[src/logic/sar_seq_pkg.sv]
// Constants, types and register map of the converter sequencer control.
// Assumes a single 50 MHz clock domain and an AXI4-Lite register master.
package sar_seq_pkg;

  // ----------------------------------------------------------------
  // Sizes
  // ----------------------------------------------------------------
  localparam int NUM_PIN = 8;
  localparam int NUM_CH = 9;
  localparam int TEMP_CH = 8;
  localparam int DATA_W = 12;
  localparam int CH_W = 4;
  localparam int ST_W = 8;
  localparam int ADDR_W = 8;

  // ----------------------------------------------------------------
  // Timing
  // ----------------------------------------------------------------
  localparam longint CLK_HZ = 50_000_000;
  localparam longint SAR_MAX_HZ = 14_500_000;
  localparam int SAR_DIV = int'((CLK_HZ + SAR_MAX_HZ - 1) / SAR_MAX_HZ);
  localparam int CONV_CLKS = 18;
  localparam int SAMPLE_MIN = 2;

  // ----------------------------------------------------------------
  // Register offsets
  // ----------------------------------------------------------------
  localparam logic [7:0] CTRL_OFF = 8'h00;
  localparam logic [7:0] CMD_OFF = 8'h04;
  localparam logic [7:0] CHAN_EN_OFF = 8'h08;
  localparam logic [7:0] LIMIT_LOW_OFF = 8'h0c;
  localparam logic [7:0] LIMIT_HIGH_OFF = 8'h10;
  localparam logic [7:0] INTR_OFF = 8'h14;
  localparam logic [7:0] MASK_OFF = 8'h18;
  localparam logic [7:0] STATUS_OFF = 8'h1c;
  localparam logic [1:0] SAMPLE_PAGE = 2'h1;
  localparam logic [1:0] RESULT_PAGE = 2'h2;

  // ----------------------------------------------------------------
  // Reset values and fields
  // ----------------------------------------------------------------
  localparam logic [8:0] CTRL_RST = 9'h000;
  localparam logic [8:0] CHAN_EN_RST = 9'h001;
  localparam logic [11:0] LIMIT_LOW_RST = 12'h000;
  localparam logic [11:0] LIMIT_HIGH_RST = 12'hfff;
  localparam logic [7:0] SAMPLE_RST = 8'h00;
  localparam int INTR_RANGE = 0;
  localparam int INTR_DONE = 1;
  localparam int INTR_W = 2;
  localparam int RES_RANGE_BIT = 15;
  localparam logic [1:0] RESP_OKAY = 2'h0;
  localparam logic [1:0] RESP_SLVERR = 2'h2;

  // ----------------------------------------------------------------
  // Types
  // ----------------------------------------------------------------
  typedef enum logic [1:0] {REF_VDD, REF_VDD_HALF, REF_INTERNAL, REF_EXTERNAL} ref_t;

  typedef struct packed {
    logic [3:0] fw_chan;
    ref_t ref_sel;
    logic continuous;
    logic fw_mode;
    logic enable;
  } ctrl_t;

endpackage

[src/logic/sar_seq_ctrl.sv]
// Sequencer, timing and register file around a 12-bit SAR converter core.
// Assumes the core samples while sample is high, converts on sar_clk while
// convert is high and presents core_data in aclk domain when convert ends.
`timescale 1ns/100ps

// How it works
// - Eight pin channels reach the converter through one channel select driven by the sequencer.
// - In scan mode the sequencer walks the enabled channels by itself.
// - A new channel starts sampling at the very edge where the previous conversion ends.
// - A control bit picks state machine scanning or firmware chosen channels.
// - Every channel keeps its own result word.
// - Every channel has its own sample time applied whenever it is converted.
// - Each result outside the low and high limits raises the out-of-range interrupt.
// - The limit check is made on each result as it is stored.
// - The converter clock stays under 14.5 MHz and a conversion lasts 18 of its clocks.
// - The sample aperture length is programmable so slow drivers may settle.
// - A field selects supply, half supply, internal or external reference.
// - The temperature sensor is a ninth convertible channel.
// - In deep low power the sequencer and converter clock stop.
module sar_seq_ctrl
  import sar_seq_pkg::*;
(
  // Clock and reset
  input wire logic aclk,
  input wire logic aresetn,
  // AXI4-Lite write
  input wire logic [ADDR_W-1:0] s_axi_awaddr,
  input wire logic s_axi_awvalid,
  output logic s_axi_awready,
  input wire logic [31:0] s_axi_wdata,
  input wire logic [3:0] s_axi_wstrb,
  input wire logic s_axi_wvalid,
  output logic s_axi_wready,
  output logic [1:0] s_axi_bresp,
  output logic s_axi_bvalid,
  input wire logic s_axi_bready,
  // AXI4-Lite read
  input wire logic [ADDR_W-1:0] s_axi_araddr,
  input wire logic s_axi_arvalid,
  output logic s_axi_arready,
  output logic [31:0] s_axi_rdata,
  output logic [1:0] s_axi_rresp,
  output logic s_axi_rvalid,
  input wire logic s_axi_rready,
  // Converter core
  output logic [CH_W-1:0] mux_sel,
  output logic sample,
  output logic convert,
  output logic sar_clk,
  output ref_t ref_sel,
  input wire logic [DATA_W-1:0] core_data,
  // Power and interrupt
  input wire logic lp_deep,
  output logic irq
);

  typedef enum logic [1:0] {S_IDLE, S_SAMPLE, S_CONVERT} state_t;

  // ----------------------------------------------------------------
  // State
  // ----------------------------------------------------------------
  logic awready_reg, awready_next, wready_reg, wready_next, bvalid_reg, bvalid_next;
  logic arready_reg, arready_next, rvalid_reg, rvalid_next;
  logic [1:0] bresp_reg, bresp_next, rresp_reg, rresp_next;
  logic [31:0] rdata_reg, rdata_next, wdata_reg, wdata_next;
  logic [ADDR_W-1:0] awaddr_reg, awaddr_next;
  logic have_aw_reg, have_aw_next, have_w_reg, have_w_next;
  ctrl_t ctrl_reg, ctrl_next;
  logic start_reg, start_next;
  logic [NUM_CH-1:0] chan_en_reg, chan_en_next;
  logic [DATA_W-1:0] low_reg, low_next, high_reg, high_next;
  logic [INTR_W-1:0] intr_reg, intr_next, mask_reg, mask_next, clr_w;
  logic [ST_W-1:0] samp_reg [NUM_CH], samp_next [NUM_CH];
  logic irq_reg, irq_next;
  logic lp_meta_reg, lp_sync_reg;
  state_t state_reg, state_next;
  logic [CH_W-1:0] ch_reg, ch_next;
  logic [8:0] cnt_reg, cnt_next;
  logic pend_reg, pend_next, sample_reg, sample_next, convert_reg, convert_next;
  logic [3:0] div_reg, div_next;
  logic sar_clk_reg, sar_clk_next;
  logic [DATA_W:0] result_mem [NUM_CH], result_next [NUM_CH];
  logic tick, ev_result, ev_range, ev_done, out_range;
  logic [ST_W-1:0] cur_samp;
  logic [CH_W:0] nxt;

  // Elaboration check of divider and channel count
  if (SAR_DIV < 2 || SAR_DIV > 15 || NUM_CH > 15) begin : g_bad_cfg
    $error("sar_seq_ctrl: unsupported divider or channel count");
  end

  // Lowest enabled channel at or above a start index
  function automatic logic [CH_W:0] next_en(input logic [NUM_CH-1:0] en, input int from);
    logic [CH_W:0] r;
    r = '0;
    for (int i = NUM_CH - 1; i >= 0; i--) begin
      if (en[i] && i >= from) begin
        r = {1'b1, CH_W'(i)};
      end
    end
    return r;
  endfunction

  // ----------------------------------------------------------------
  // Low power request synchroniser
  // ----------------------------------------------------------------
  always_ff @(posedge aclk) begin
    if (!aresetn) begin
      lp_meta_reg <= 1'b0;
      lp_sync_reg <= 1'b0;
    end else begin
      lp_meta_reg <= lp_deep;
      lp_sync_reg <= lp_meta_reg;
    end
  end

  // ----------------------------------------------------------------
  // Sequencer and converter timing
  // ----------------------------------------------------------------
  assign tick = (div_reg == 4'(SAR_DIV - 1));
  assign cur_samp = samp_reg[ch_reg];
  assign out_range = (core_data < low_reg) || (core_data > high_reg);

  // Next sequencer state, converter clock and result buffers
  always_comb begin
    state_next = state_reg;
    ch_next = ch_reg;
    cnt_next = cnt_reg;
    pend_next = pend_reg | start_reg;
    sample_next = sample_reg;
    convert_next = convert_reg;
    result_next = result_mem;
    ev_result = 1'b0;
    ev_range = 1'b0;
    ev_done = 1'b0;
    nxt = '0;
    // Divider keeps the converter clock at or below its limit
    div_next = tick ? 4'h0 : div_reg + 4'h1;
    sar_clk_next = (div_next < 4'(SAR_DIV / 2));
    unique case (state_reg)
      S_IDLE: begin
        if (tick && pend_reg) begin
          pend_next = start_reg;
          if (ctrl_reg.fw_mode) begin
            nxt = {ctrl_reg.fw_chan < CH_W'(NUM_CH), ctrl_reg.fw_chan};
          end else begin
            nxt = next_en(chan_en_reg, 0);
          end
          if (nxt[CH_W]) begin
            state_next = S_SAMPLE;
            ch_next = nxt[CH_W-1:0];
            sample_next = 1'b1;
            cnt_next = '0;
          end
        end
      end
      S_SAMPLE: begin
        if (tick) begin
          // Per-channel aperture sets the track time
          if (cnt_reg == 9'(cur_samp) + 9'(SAMPLE_MIN - 1)) begin
            state_next = S_CONVERT;
            sample_next = 1'b0;
            convert_next = 1'b1;
            cnt_next = '0;
          end else begin
            cnt_next = cnt_reg + 9'h1;
          end
        end
      end
      S_CONVERT: begin
        if (tick) begin
          cnt_next = cnt_reg + 9'h1;
          if (cnt_reg == 9'(CONV_CLKS - 1)) begin
            ev_result = 1'b1;
            ev_range = out_range;
            result_next[ch_reg] = {out_range, core_data};
            convert_next = 1'b0;
            state_next = S_IDLE;
            if (!ctrl_reg.fw_mode) begin
              nxt = next_en(chan_en_reg, int'(ch_reg) + 1);
              if (!nxt[CH_W]) begin
                ev_done = 1'b1;
                if (ctrl_reg.continuous) begin
                  nxt = next_en(chan_en_reg, 0);
                end
              end
            end else begin
              ev_done = 1'b1;
              if (pend_next) begin
                nxt = {ctrl_reg.fw_chan < CH_W'(NUM_CH), ctrl_reg.fw_chan};
                pend_next = 1'b0;
              end
            end
            // Next channel tracks at once, no dead cycle
            if (nxt[CH_W]) begin
              state_next = S_SAMPLE;
              ch_next = nxt[CH_W-1:0];
              sample_next = 1'b1;
              cnt_next = '0;
            end
          end
        end
      end
    endcase
    // Disable or deep low power stops everything
    if (lp_sync_reg || !ctrl_reg.enable) begin
      state_next = S_IDLE;
      sample_next = 1'b0;
      convert_next = 1'b0;
      pend_next = 1'b0;
      cnt_next = '0;
      div_next = '0;
      sar_clk_next = 1'b0;
    end
  end

  // Sequencer registers
  always_ff @(posedge aclk) begin
    if (!aresetn) begin
      state_reg <= S_IDLE;
      ch_reg <= '0;
      cnt_reg <= '0;
      pend_reg <= 1'b0;
      sample_reg <= 1'b0;
      convert_reg <= 1'b0;
      div_reg <= '0;
      sar_clk_reg <= 1'b0;
      for (int i = 0; i < NUM_CH; i++) begin
        result_mem[i] <= '0;
      end
    end else begin
      state_reg <= state_next;
      ch_reg <= ch_next;
      cnt_reg <= cnt_next;
      pend_reg <= pend_next;
      sample_reg <= sample_next;
      convert_reg <= convert_next;
      div_reg <= div_next;
      sar_clk_reg <= sar_clk_next;
      result_mem <= result_next;
    end
  end

  // ----------------------------------------------------------------
  // AXI4-Lite slave and registers
  // ----------------------------------------------------------------
  // Bus handshakes, register writes and read data
  always_comb begin
    logic [ADDR_W-1:0] a;
    logic hit;
    a = '0;
    hit = 1'b0;
    clr_w = '0;
    awaddr_next = awaddr_reg;
    wdata_next = wdata_reg;
    have_aw_next = have_aw_reg | (s_axi_awvalid & awready_reg);
    have_w_next = have_w_reg | (s_axi_wvalid & wready_reg);
    if (s_axi_awvalid && awready_reg) begin
      awaddr_next = s_axi_awaddr;
    end
    if (s_axi_wvalid && wready_reg) begin
      wdata_next = s_axi_wdata;
    end
    bvalid_next = bvalid_reg & ~s_axi_bready;
    bresp_next = bresp_reg;
    ctrl_next = ctrl_reg;
    start_next = 1'b0;
    chan_en_next = chan_en_reg;
    low_next = low_reg;
    high_next = high_reg;
    mask_next = mask_reg;
    samp_next = samp_reg;
    // Write once both address and data are held
    if (have_aw_next && have_w_next && !bvalid_reg) begin
      a = awaddr_next;
      hit = 1'b1;
      have_aw_next = 1'b0;
      have_w_next = 1'b0;
      bvalid_next = 1'b1;
      if (s_axi_wstrb != 4'h0) begin
        unique case (a)
          CTRL_OFF: ctrl_next = ctrl_t'(wdata_next[8:0]);
          CMD_OFF: start_next = wdata_next[0];
          CHAN_EN_OFF: chan_en_next = wdata_next[NUM_CH-1:0];
          LIMIT_LOW_OFF: low_next = wdata_next[DATA_W-1:0];
          LIMIT_HIGH_OFF: high_next = wdata_next[DATA_W-1:0];
          MASK_OFF: mask_next = wdata_next[INTR_W-1:0];
          INTR_OFF: clr_w = wdata_next[INTR_W-1:0];
          STATUS_OFF: hit = 1'b1;
          default: begin
            hit = (a[7:6] == RESULT_PAGE) && (a[5:2] < 4'(NUM_CH));
            if (a[7:6] == SAMPLE_PAGE && a[5:2] < 4'(NUM_CH)) begin
              samp_next[a[5:2]] = wdata_next[ST_W-1:0];
              hit = 1'b1;
            end
          end
        endcase
      end
      bresp_next = hit ? RESP_OKAY : RESP_SLVERR;
    end
    awready_next = ~have_aw_next & ~bvalid_next;
    wready_next = ~have_w_next & ~bvalid_next;
    // Sticky events, a set in the clearing cycle wins
    intr_next = (intr_reg & ~clr_w) | {ev_done, ev_range};
    irq_next = |(intr_next & mask_next);
    // Read path
    rvalid_next = rvalid_reg & ~s_axi_rready;
    rdata_next = rdata_reg;
    rresp_next = rresp_reg;
    if (s_axi_arvalid && arready_reg) begin
      rvalid_next = 1'b1;
      rresp_next = RESP_OKAY;
      rdata_next = '0;
      unique case (s_axi_araddr)
        CTRL_OFF: rdata_next[8:0] = ctrl_reg;
        CMD_OFF: rdata_next[0] = pend_reg;
        CHAN_EN_OFF: rdata_next[NUM_CH-1:0] = chan_en_reg;
        LIMIT_LOW_OFF: rdata_next[DATA_W-1:0] = low_reg;
        LIMIT_HIGH_OFF: rdata_next[DATA_W-1:0] = high_reg;
        INTR_OFF: rdata_next[INTR_W-1:0] = intr_reg;
        MASK_OFF: rdata_next[INTR_W-1:0] = mask_reg;
        STATUS_OFF: rdata_next[5:0] = {lp_sync_reg, ch_reg, state_reg != S_IDLE};
        default: begin
          if (s_axi_araddr[5:2] >= 4'(NUM_CH)) begin
            rresp_next = RESP_SLVERR;
          end else if (s_axi_araddr[7:6] == SAMPLE_PAGE) begin
            rdata_next[ST_W-1:0] = samp_reg[s_axi_araddr[5:2]];
          end else if (s_axi_araddr[7:6] == RESULT_PAGE) begin
            rdata_next[DATA_W-1:0] = result_mem[s_axi_araddr[5:2]][DATA_W-1:0];
            rdata_next[RES_RANGE_BIT] = result_mem[s_axi_araddr[5:2]][DATA_W];
          end else begin
            rresp_next = RESP_SLVERR;
          end
        end
      endcase
    end
    arready_next = ~rvalid_next;
  end

  // Bus and register flops
  always_ff @(posedge aclk) begin
    if (!aresetn) begin
      awready_reg <= 1'b1;
      wready_reg <= 1'b1;
      bvalid_reg <= 1'b0;
      bresp_reg <= RESP_OKAY;
      arready_reg <= 1'b1;
      rvalid_reg <= 1'b0;
      rresp_reg <= RESP_OKAY;
      rdata_reg <= '0;
      wdata_reg <= '0;
      awaddr_reg <= '0;
      have_aw_reg <= 1'b0;
      have_w_reg <= 1'b0;
      ctrl_reg <= ctrl_t'(CTRL_RST);
      start_reg <= 1'b0;
      chan_en_reg <= CHAN_EN_RST;
      low_reg <= LIMIT_LOW_RST;
      high_reg <= LIMIT_HIGH_RST;
      intr_reg <= '0;
      mask_reg <= '0;
      irq_reg <= 1'b0;
      for (int i = 0; i < NUM_CH; i++) begin
        samp_reg[i] <= SAMPLE_RST;
      end
    end else begin
      awready_reg <= awready_next;
      wready_reg <= wready_next;
      bvalid_reg <= bvalid_next;
      bresp_reg <= bresp_next;
      arready_reg <= arready_next;
      rvalid_reg <= rvalid_next;
      rresp_reg <= rresp_next;
      rdata_reg <= rdata_next;
      wdata_reg <= wdata_next;
      awaddr_reg <= awaddr_next;
      have_aw_reg <= have_aw_next;
      have_w_reg <= have_w_next;
      ctrl_reg <= ctrl_next;
      start_reg <= start_next;
      chan_en_reg <= chan_en_next;
      low_reg <= low_next;
      high_reg <= high_next;
      intr_reg <= intr_next;
      mask_reg <= mask_next;
      irq_reg <= irq_next;
      samp_reg <= samp_next;
    end
  end

  // Outputs straight from flops
  assign s_axi_awready = awready_reg;
  assign s_axi_wready = wready_reg;
  assign s_axi_bvalid = bvalid_reg;
  assign s_axi_bresp = bresp_reg;
  assign s_axi_arready = arready_reg;
  assign s_axi_rvalid = rvalid_reg;
  assign s_axi_rresp = rresp_reg;
  assign s_axi_rdata = rdata_reg;
  assign mux_sel = ch_reg;
  assign sample = sample_reg;
  assign convert = convert_reg;
  assign sar_clk = sar_clk_reg;
  assign ref_sel = ctrl_reg.ref_sel;
  assign irq = irq_reg;

  // ----------------------------------------------------------------
  // Assertions
  // ----------------------------------------------------------------
  logic [15:0] samp_cyc_hlp, conv_cyc_hlp;

  // Cycle counts of the current track and convert phases
  always_ff @(posedge aclk) begin
    if (!aresetn) begin
      samp_cyc_hlp <= '0;
      conv_cyc_hlp <= '0;
    end else begin
      samp_cyc_hlp <= sample_reg ? samp_cyc_hlp + 16'h1 : 16'h0;
      conv_cyc_hlp <= convert_reg ? conv_cyc_hlp + 16'h1 : 16'h0;
    end
  end
endmodule

[config.mk]
export PLATFORM = sky130hd
export DESIGN_NAME = sar_seq_ctrl
export DESIGN_NICKNAME = d
export VERILOG_FILES = /design/src/logic/sar_seq_pkg.sv /design/src/logic/sar_seq_ctrl.sv
export SDC_FILE = /design/constraint.sdc
export NUM_CORES = 1
export LEC_CHECK = 0
export BUFFER_PORTS_ARGS = -buffer_cell sky130_fd_sc_hd__buf_4
export CAP_MARGIN = 20
export CORE_MARGIN = 1
export CORE_UTILIZATION = 60
export DETAILED_ROUTE_END_ITERATION = 6
export HOLD_SLACK_MARGIN = 0.15
export PLACE_DENSITY = 0.8
export SYNTH_ARGS = -nofsm -noshare
export SYNTH_HDL_FRONTEND = slang
export SYNTH_SLANG_ARGS = --single-unit
[constraint.sdc]
create_clock -name aclk -period 4.85 [get_ports aclk]
set_clock_uncertainty 0.05 [all_clocks]
set_input_delay 0.485 -clock aclk [delete_from_list [all_inputs] [get_ports aclk]]
set_output_delay 0.485 -clock aclk [all_outputs]
set_load 0.01 [all_outputs]
Yosys cells after proc, flatten, opt, wreduce, memory -nomap -nowiden:

Cells that the tools add are included.
Widths: inputs -> output; s select.

* $add $sub $neg: 4
* magnitude comparators: 20
* eq/ne operators: 30
* muxes and demuxes: 130
* bitwise logic cells: 24
* reductions and logical operators: 49

Operator list (number)
* $mux 5: 32
* $bwmux 117: 1
* $bwmux 72: 1
* $bmux 8 s4: 2
* $eq 8x5->1 const B: 8
* $mux 9: 7
* $mux 8: 7
* $bmux 13 s4: 1
* $demux 13 s4: 1
* $mux 13: 3
* $mux 1: 36
* $mux 12: 3
* $mux 2: 17
* $demux 8 s4: 1
* $eq 8x4->1 const B: 4
* $mux 4: 7
* $pmux 9 s3: 1
* $pmux 4 s6: 1
* $ge 3x5->1 const A: 4
* $logic_and 1x1->1: 19
* $eq 8x3->1 const B: 2
* $logic_not 8->1: 2
* $pmux 1 s8: 2
* $reduce_or 8->1: 2
* 47 further kinds: 93

* register bits: 306
* bits of input ports: 72
* output and inout bits: 51

Logic depth before layout (Yosys ltp):

* depth in word-level cells: 26
* gate-level depth with buffers: 18
* mapped depth without buffers: 15

Worst setup path before layout:

Ideal clock, no wire load.

* kind: register to register
* start: register ch_reg[0], in the netlist mux_sel[0]
* end: register cnt_reg[4]
* data arrival time: 4.022 ns
* data required time: 4.686 ns
* slack: 0.664 ns
* cell stages (with the launch flop): 19
* clock period less this slack: 4.186 ns
* cells stage by stage: dfxtp_1 > buf_4 > buf_4 > buf_2 > and3b_1 > a21oi_1 > o221ai_1 > nand2_1 > inv_1 > ha_1 > inv_1 > nor4_1 > or4b_4 > or3_1 > a221oi_2 > o221ai_2 > a21o_1 > o211a_1 > a21o_1

* longest elaborated chain between the ends: 25
* elaborated cells on any way between the ends: 49
* classes of those cells: add/sub (2); order compare (9); eq/ne (1); mux (27); bitwise (1); reduce/logical (9)

Ends and longest elaborated chain
* start: declaration: RTL line sar_seq_ctrl.sv:77 `logic [CH_W-1:0] ch_reg, ch_next;`
* start signal: assignment: RTL line sar_seq_ctrl.sv:233 `ch_reg <= ch_next;`
* $add 4x1->5: RTL line sar_seq_ctrl.sv:180 `nxt = next_en(chan_en_reg, int'(ch_reg) + 1);`
* $ge 4x5->1: RTL line sar_seq_ctrl.sv:97 `if (en[i] && i >= from) begin`
* $logic_and 1x1->1: RTL line sar_seq_ctrl.sv:97
* $mux 5 (9 in a row): RTL line sar_seq_ctrl.sv:97
* $mux 5: RTL line sar_seq_ctrl.sv:179 `if (!ctrl_reg.fw_mode) begin`
* $mux 5: RTL line sar_seq_ctrl.sv:173 `if (cnt_reg == 9'(CONV_CLKS - 1)) begin`
* $mux 5: RTL line sar_seq_ctrl.sv:171 `if (tick) begin`
* $mux 5: RTL line sar_seq_ctrl.sv:140 `unique case (state_reg)`
* $mux 5: RTL line sar_seq_ctrl.sv:181 `if (!nxt[CH_W]) begin`
* $mux 5: RTL line sar_seq_ctrl.sv:179
* $mux 5: RTL line sar_seq_ctrl.sv:173
* $mux 5: RTL line sar_seq_ctrl.sv:171
* $mux 5: RTL line sar_seq_ctrl.sv:140
* $mux 9: RTL line sar_seq_ctrl.sv:195 `if (nxt[CH_W]) begin`
* $mux 9: RTL line sar_seq_ctrl.sv:173
* $mux 9: RTL line sar_seq_ctrl.sv:171
* $pmux 9 s3 (*): RTL line sar_seq_ctrl.sv:140
* end signal: assignment: RTL line sar_seq_ctrl.sv:234 `cnt_reg <= cnt_next;`
* end: declaration: RTL line sar_seq_ctrl.sv:78 `logic [8:0] cnt_reg, cnt_next;`

Mark *: on every way between the ends. The rest lies on a longest branch, timed or not. The select of a mux whose other input is x is not followed.
A chain may end at the register's enable or synchronous reset.

Worst setup path in the final report:

* start: register ch_reg[0], in the netlist mux_sel[0]
* end: register cnt_reg[7]

Same word-level chain as after synthesis.

==> flow_metrics.py <==
metrics = {
    "hold_path": {
        "hp-start": "s_axi_wdata[9]",
        "hold_path_class": "in2reg",
    },
    "sta": {
        "report.final.setup_viol": 0,
        "hold_viol_final": 0,
        "rsz0062_at_grt": "false",
        "worst_pin_slew_ps": 1126,
        "fin_crit_ps": 4337,
        "worst_slack_ps": 512.7,
        "max_slew_margin": 0.2344,
        "finalMaxSlewViolations": 0,
        "fmax_mhz": 230.6,
        "tns_ps": 0,
        "post-route-period-util": 0.8943,
    },
    "global_route": {
        "grt_max_degree": 80,
        "grt_pass1_vias": 13150,
        "grt_pass1_wl_microns": 69560,
        "antenna_found_initial": 0,
        "grt_overflow": 0,
        "grt.total_usage": 0.3344,
    },
    "cells_and_area": {
        "largest_reg_flops": 117,
        "diodes": 0,
        "stdcell_count": 2165,
        "syn_to_final_growth_pct": 11.79,
        "fin_nets": 1928,
        "final_area_sq_um": 17050,
        "drive_gt1_frac": 0.1325,
    },
    "clocking": {
        "htree_levels": 1,
        "cts_sinks": 304,
        "clock-root-buffer": "clkbuf_16",
        "clk_latency_ps": 570,
        "cts_setup_buffers": 0,
        "cts_tree": "built",
        "clkTransAtPathRegs_ps": 60,
        "clock_path_buffers": 3,
        "cts_buffers": 31,
    },
    "synthesis": {
        "ys_seq_elements": 304,
        "syn_inst": 1813,
        "synthFlopType": "dfxtp_1",
        "yosys-top-cells-area": "dfxtp_1, nand2_1, mux4_2, a21oi_1, a211oi_1",
        "yosysTopAreaCell": "dfxtp_1",
        "async_flop_share": 0,
        "synth_edf_count": 0,
        "syn-cell-area_sq_um": 15250,
        "synth_cell_types": 78,
        "synth_top_area_share": 0.3990,
        "avgSynthCellArea_sq_um": 8.412,
        "yosys_warnings": 0,
        "ys_seq_area_frac": 0.3990,
    },
    "pwr": {
        "p_per_area_nw_per_um2": 336.3,
        "totalPowerFinal_mw": 5.734,
        "leakagePower_nw": 6.454,
        "ir_drop_mv": 0.3024,
    },
    "detailed_routing": {
        "wl_microns": 43640,
        "detail-route-antenna-nets": 0,
        "drt-initial-drc-count": 1489,
        "drc": 0,
        "via_per_inst": 6.410,
        "num_vias": 13880,
        "dr.pass1.iters": 6,
        "avgRoutedWirePerCell_microns": 20.16,
    },
    "floorplan": {
        "dieArea_sq_um": 26060,
        "coreArea_sq_um": 24600,
        "io-pin-count": 123,
        "num_rows": 57,
        "fp.dieW_microns": 161.4,
        "start_util": 0.6198,
        "fp.dieH_microns": 161.4,
    },
    "outcome": {
        "status": "finished, final reports clean",
    },
    "placement": {
        "pre_cts_slack_ps": 489.0,
        "dp_hpwl_microns": 29500,
        "dp_cells": 2105,
        "post_dp_cell_area_sq_um": 15910,
        "place_congestion": 0.9112,
        "portBuffers": 81,
    },
    "setup_path": {
        "r2r-start": "mux_sel[0]$_SDFFE_PN0P_",
        "worstSetupStartpointType": "flop",
        "cp.required_ps": 5250,
        "path_common_cell": "inv_1",
        "path_cells": "buf_4 -> inv_1 -> a21oi_1 -> o221ai_1 -> nand2_1 -> inv_1 -> ha_1 -> inv_1 -> nor4_1 -> or4b_4 -> or3_1 -> a221oi_2 -> o221ai_2 -> a21o_1 -> nand2_1 -> o211ai_1",
        "cp-end-kind": "flop",
        "critPathKind": "reg2reg",
        "crit_fanout": 12,
        "crit_arrival_ps": 4730,
        "cp_slowest_cell": "or4b_4",
        "critPathLaunch": "mux_sel[0]$_SDFFE_PN0P_",
        "cp_slowest_stage_delay_ps": 540,
    },
    "run": {
        "max-cap-violations": 0,
    },
}
cell families (layout without fill, tap and decap cells):
kind of cell	after synthesis	in the layout	share of synthesized area
compound gates	469	469	0.2057
xor+xnor	6	6	0.003446
fa+ha+maj	38	38	0.03118
buf+inv	218	226	0.06055
flops	304	304	0.3990
mux	106	106	0.1067
other cells	1	21	0.0002459
simple gates	671	671	0.1932
final timing paths:
check,to,slack [ps],cells after the start
hold / removal,wdata_reg[9]$_SDFF_PN0_,160,3
hold reg to reg,lp_sync_reg$_SDFF_PN0_,400,1
setup reg to reg,cnt_reg[7]$_SDFFE_PP0P_,510,16
setup / recovery,cnt_reg[7]$_SDFFE_PP0P_,510,16
synth_stat cells (3+ instances only):
| cell type | n |
|---|---|
| nand3b_1 | 6 |
| and2_1 | 9 |
| o21ai_0 | 57 |
| o211a_1 | 22 |
| a211oi_1 | 97 |
| or3_1 | 8 |
| ha_1 | 38 |
| mux4_2 | 45 |
| nor2b_1 | 12 |
| o31ai_1 | 6 |
| a21oi_1 | 163 |
| o311ai_0 | 3 |
| nor4_1 | 9 |
| a21o_1 | 14 |
| a31oi_1 | 18 |
| nand4_1 | 9 |
| nor3_1 | 23 |
| nand2b_1 | 16 |
| o211ai_1 | 20 |
| clkbuf_1 | 131 |
| dfxtp_1 | 304 |
| mux2i_1 | 59 |
| inv_1 | 50 |
| or3b_2 | 3 |
| a221o_1 | 7 |
| nor2_1 | 162 |
| or2_2 | 6 |
| nand3_1 | 38 |
| buf_1 | 7 |
| a221oi_1 | 19 |
| nand2_1 | 334 |
| o221ai_1 | 5 |
| buf_4 | 25 |
| nor3b_1 | 6 |
| buf_2 | 3 |
| o31a_1 | 3 |
| xnor2_1 | 5 |
| and3_1 | 16 |
| a41oi_1 | 3 |
timing repair:
action | CTS | global route
endpoints found under the setup margin | 0 | 1
resized for setup | 0 | 1
hold buffers | 3 | 0
endpoints found under the hold margin | 3 | 0
cells in the final DEF (no fill, tap or decap), types with 11 or more instances in the layout:
cell,netlist,routed
mux4_2,45,45
buf_4,25,115
a221oi_1,19,19
o21ai_0,57,57
a21o_1,14,14
a211oi_1,97,97
nand2b_1,16,16
and3_1,16,16
conb_1,1,21
nand2_1,334,334
ha_1,38,38
clkbuf_8,0,11
a31oi_1,18,18
a21oi_1,163,163
nor2_1,162,162
clkbuf_16,0,31
nand3_1,38,38
dfxtp_1,304,303
mux2i_1,59,55
o211ai_1,20,20
o211a_1,22,22
inv_1,50,50
nor2b_1,12,12
nor3_1,23,17
metal layers:
metal / up-vias / share of wire / global-route usage
met4: 0 / 0.039 / 0.1381
li1: 6420 / - / -
met3: 111 / 0.082 / 0.03826
met1: 6637 / 0.41 / 0.4419
met2: 710 / 0.47 / 0.5566
met5: - / 0 / 0
worst max-delay path: cells and delay by family, from the launching register on:
| family | cells | cell delay, ps |
|---|---|---|
| AND/OR/NAND/NOR | 5 | 1540 |
| AO/OA/AOI/OAI | 6 | 1420 |
| adder cells (fa/ha/maj) | 1 | 180 |
| buffers and inverters | 4 | 620 |
| flip-flops | 1 | 400 |
area by class of cell:
type                            instances  area (sq um)
Multi-Input combinational cell       1311          8362
Fill cell                            1938          7556
Sequential cell                       304          6087
Clock buffer                           47         945.9
Timing Repair Buffer                  119         904.6
Tap cell                              324         405.4
Inverter                               51         196.4
Clock inverter                          9         147.6
report_power, final:
| group | total, mW | internal (mW) | leakage (nW) | switching (mW) |
|---|---|---|---|---|
| Combinational | 0.590 | 0.205 | 3.46 | 0.385 |
| Clock | 2.54 | 1.55 | 0.539 | 0.998 |
| Sequential | 2.60 | 2.56 | 2.46 | 0.0448 |
| Total | 5.73 | 4.31 | 6.45 | 1.43 |
per-stage QoR:
| stage | utilization | hold WS (ps) |
|---|---|---|
| 6_report | 0.6929 | 164.6 |
| 5_1_grt | 0.6929 | 189.3 |
| 4_1_cts | 0.6924 | 155.9 |
| 3_5_place_dp | 0.6467 | 384.1 |
| 3_3_place_gp | 0.6467 | 371.7 |
| 2_1_floorplan | - | 361.9 |
No activity file was read; power rests on OpenSTA's default activity.
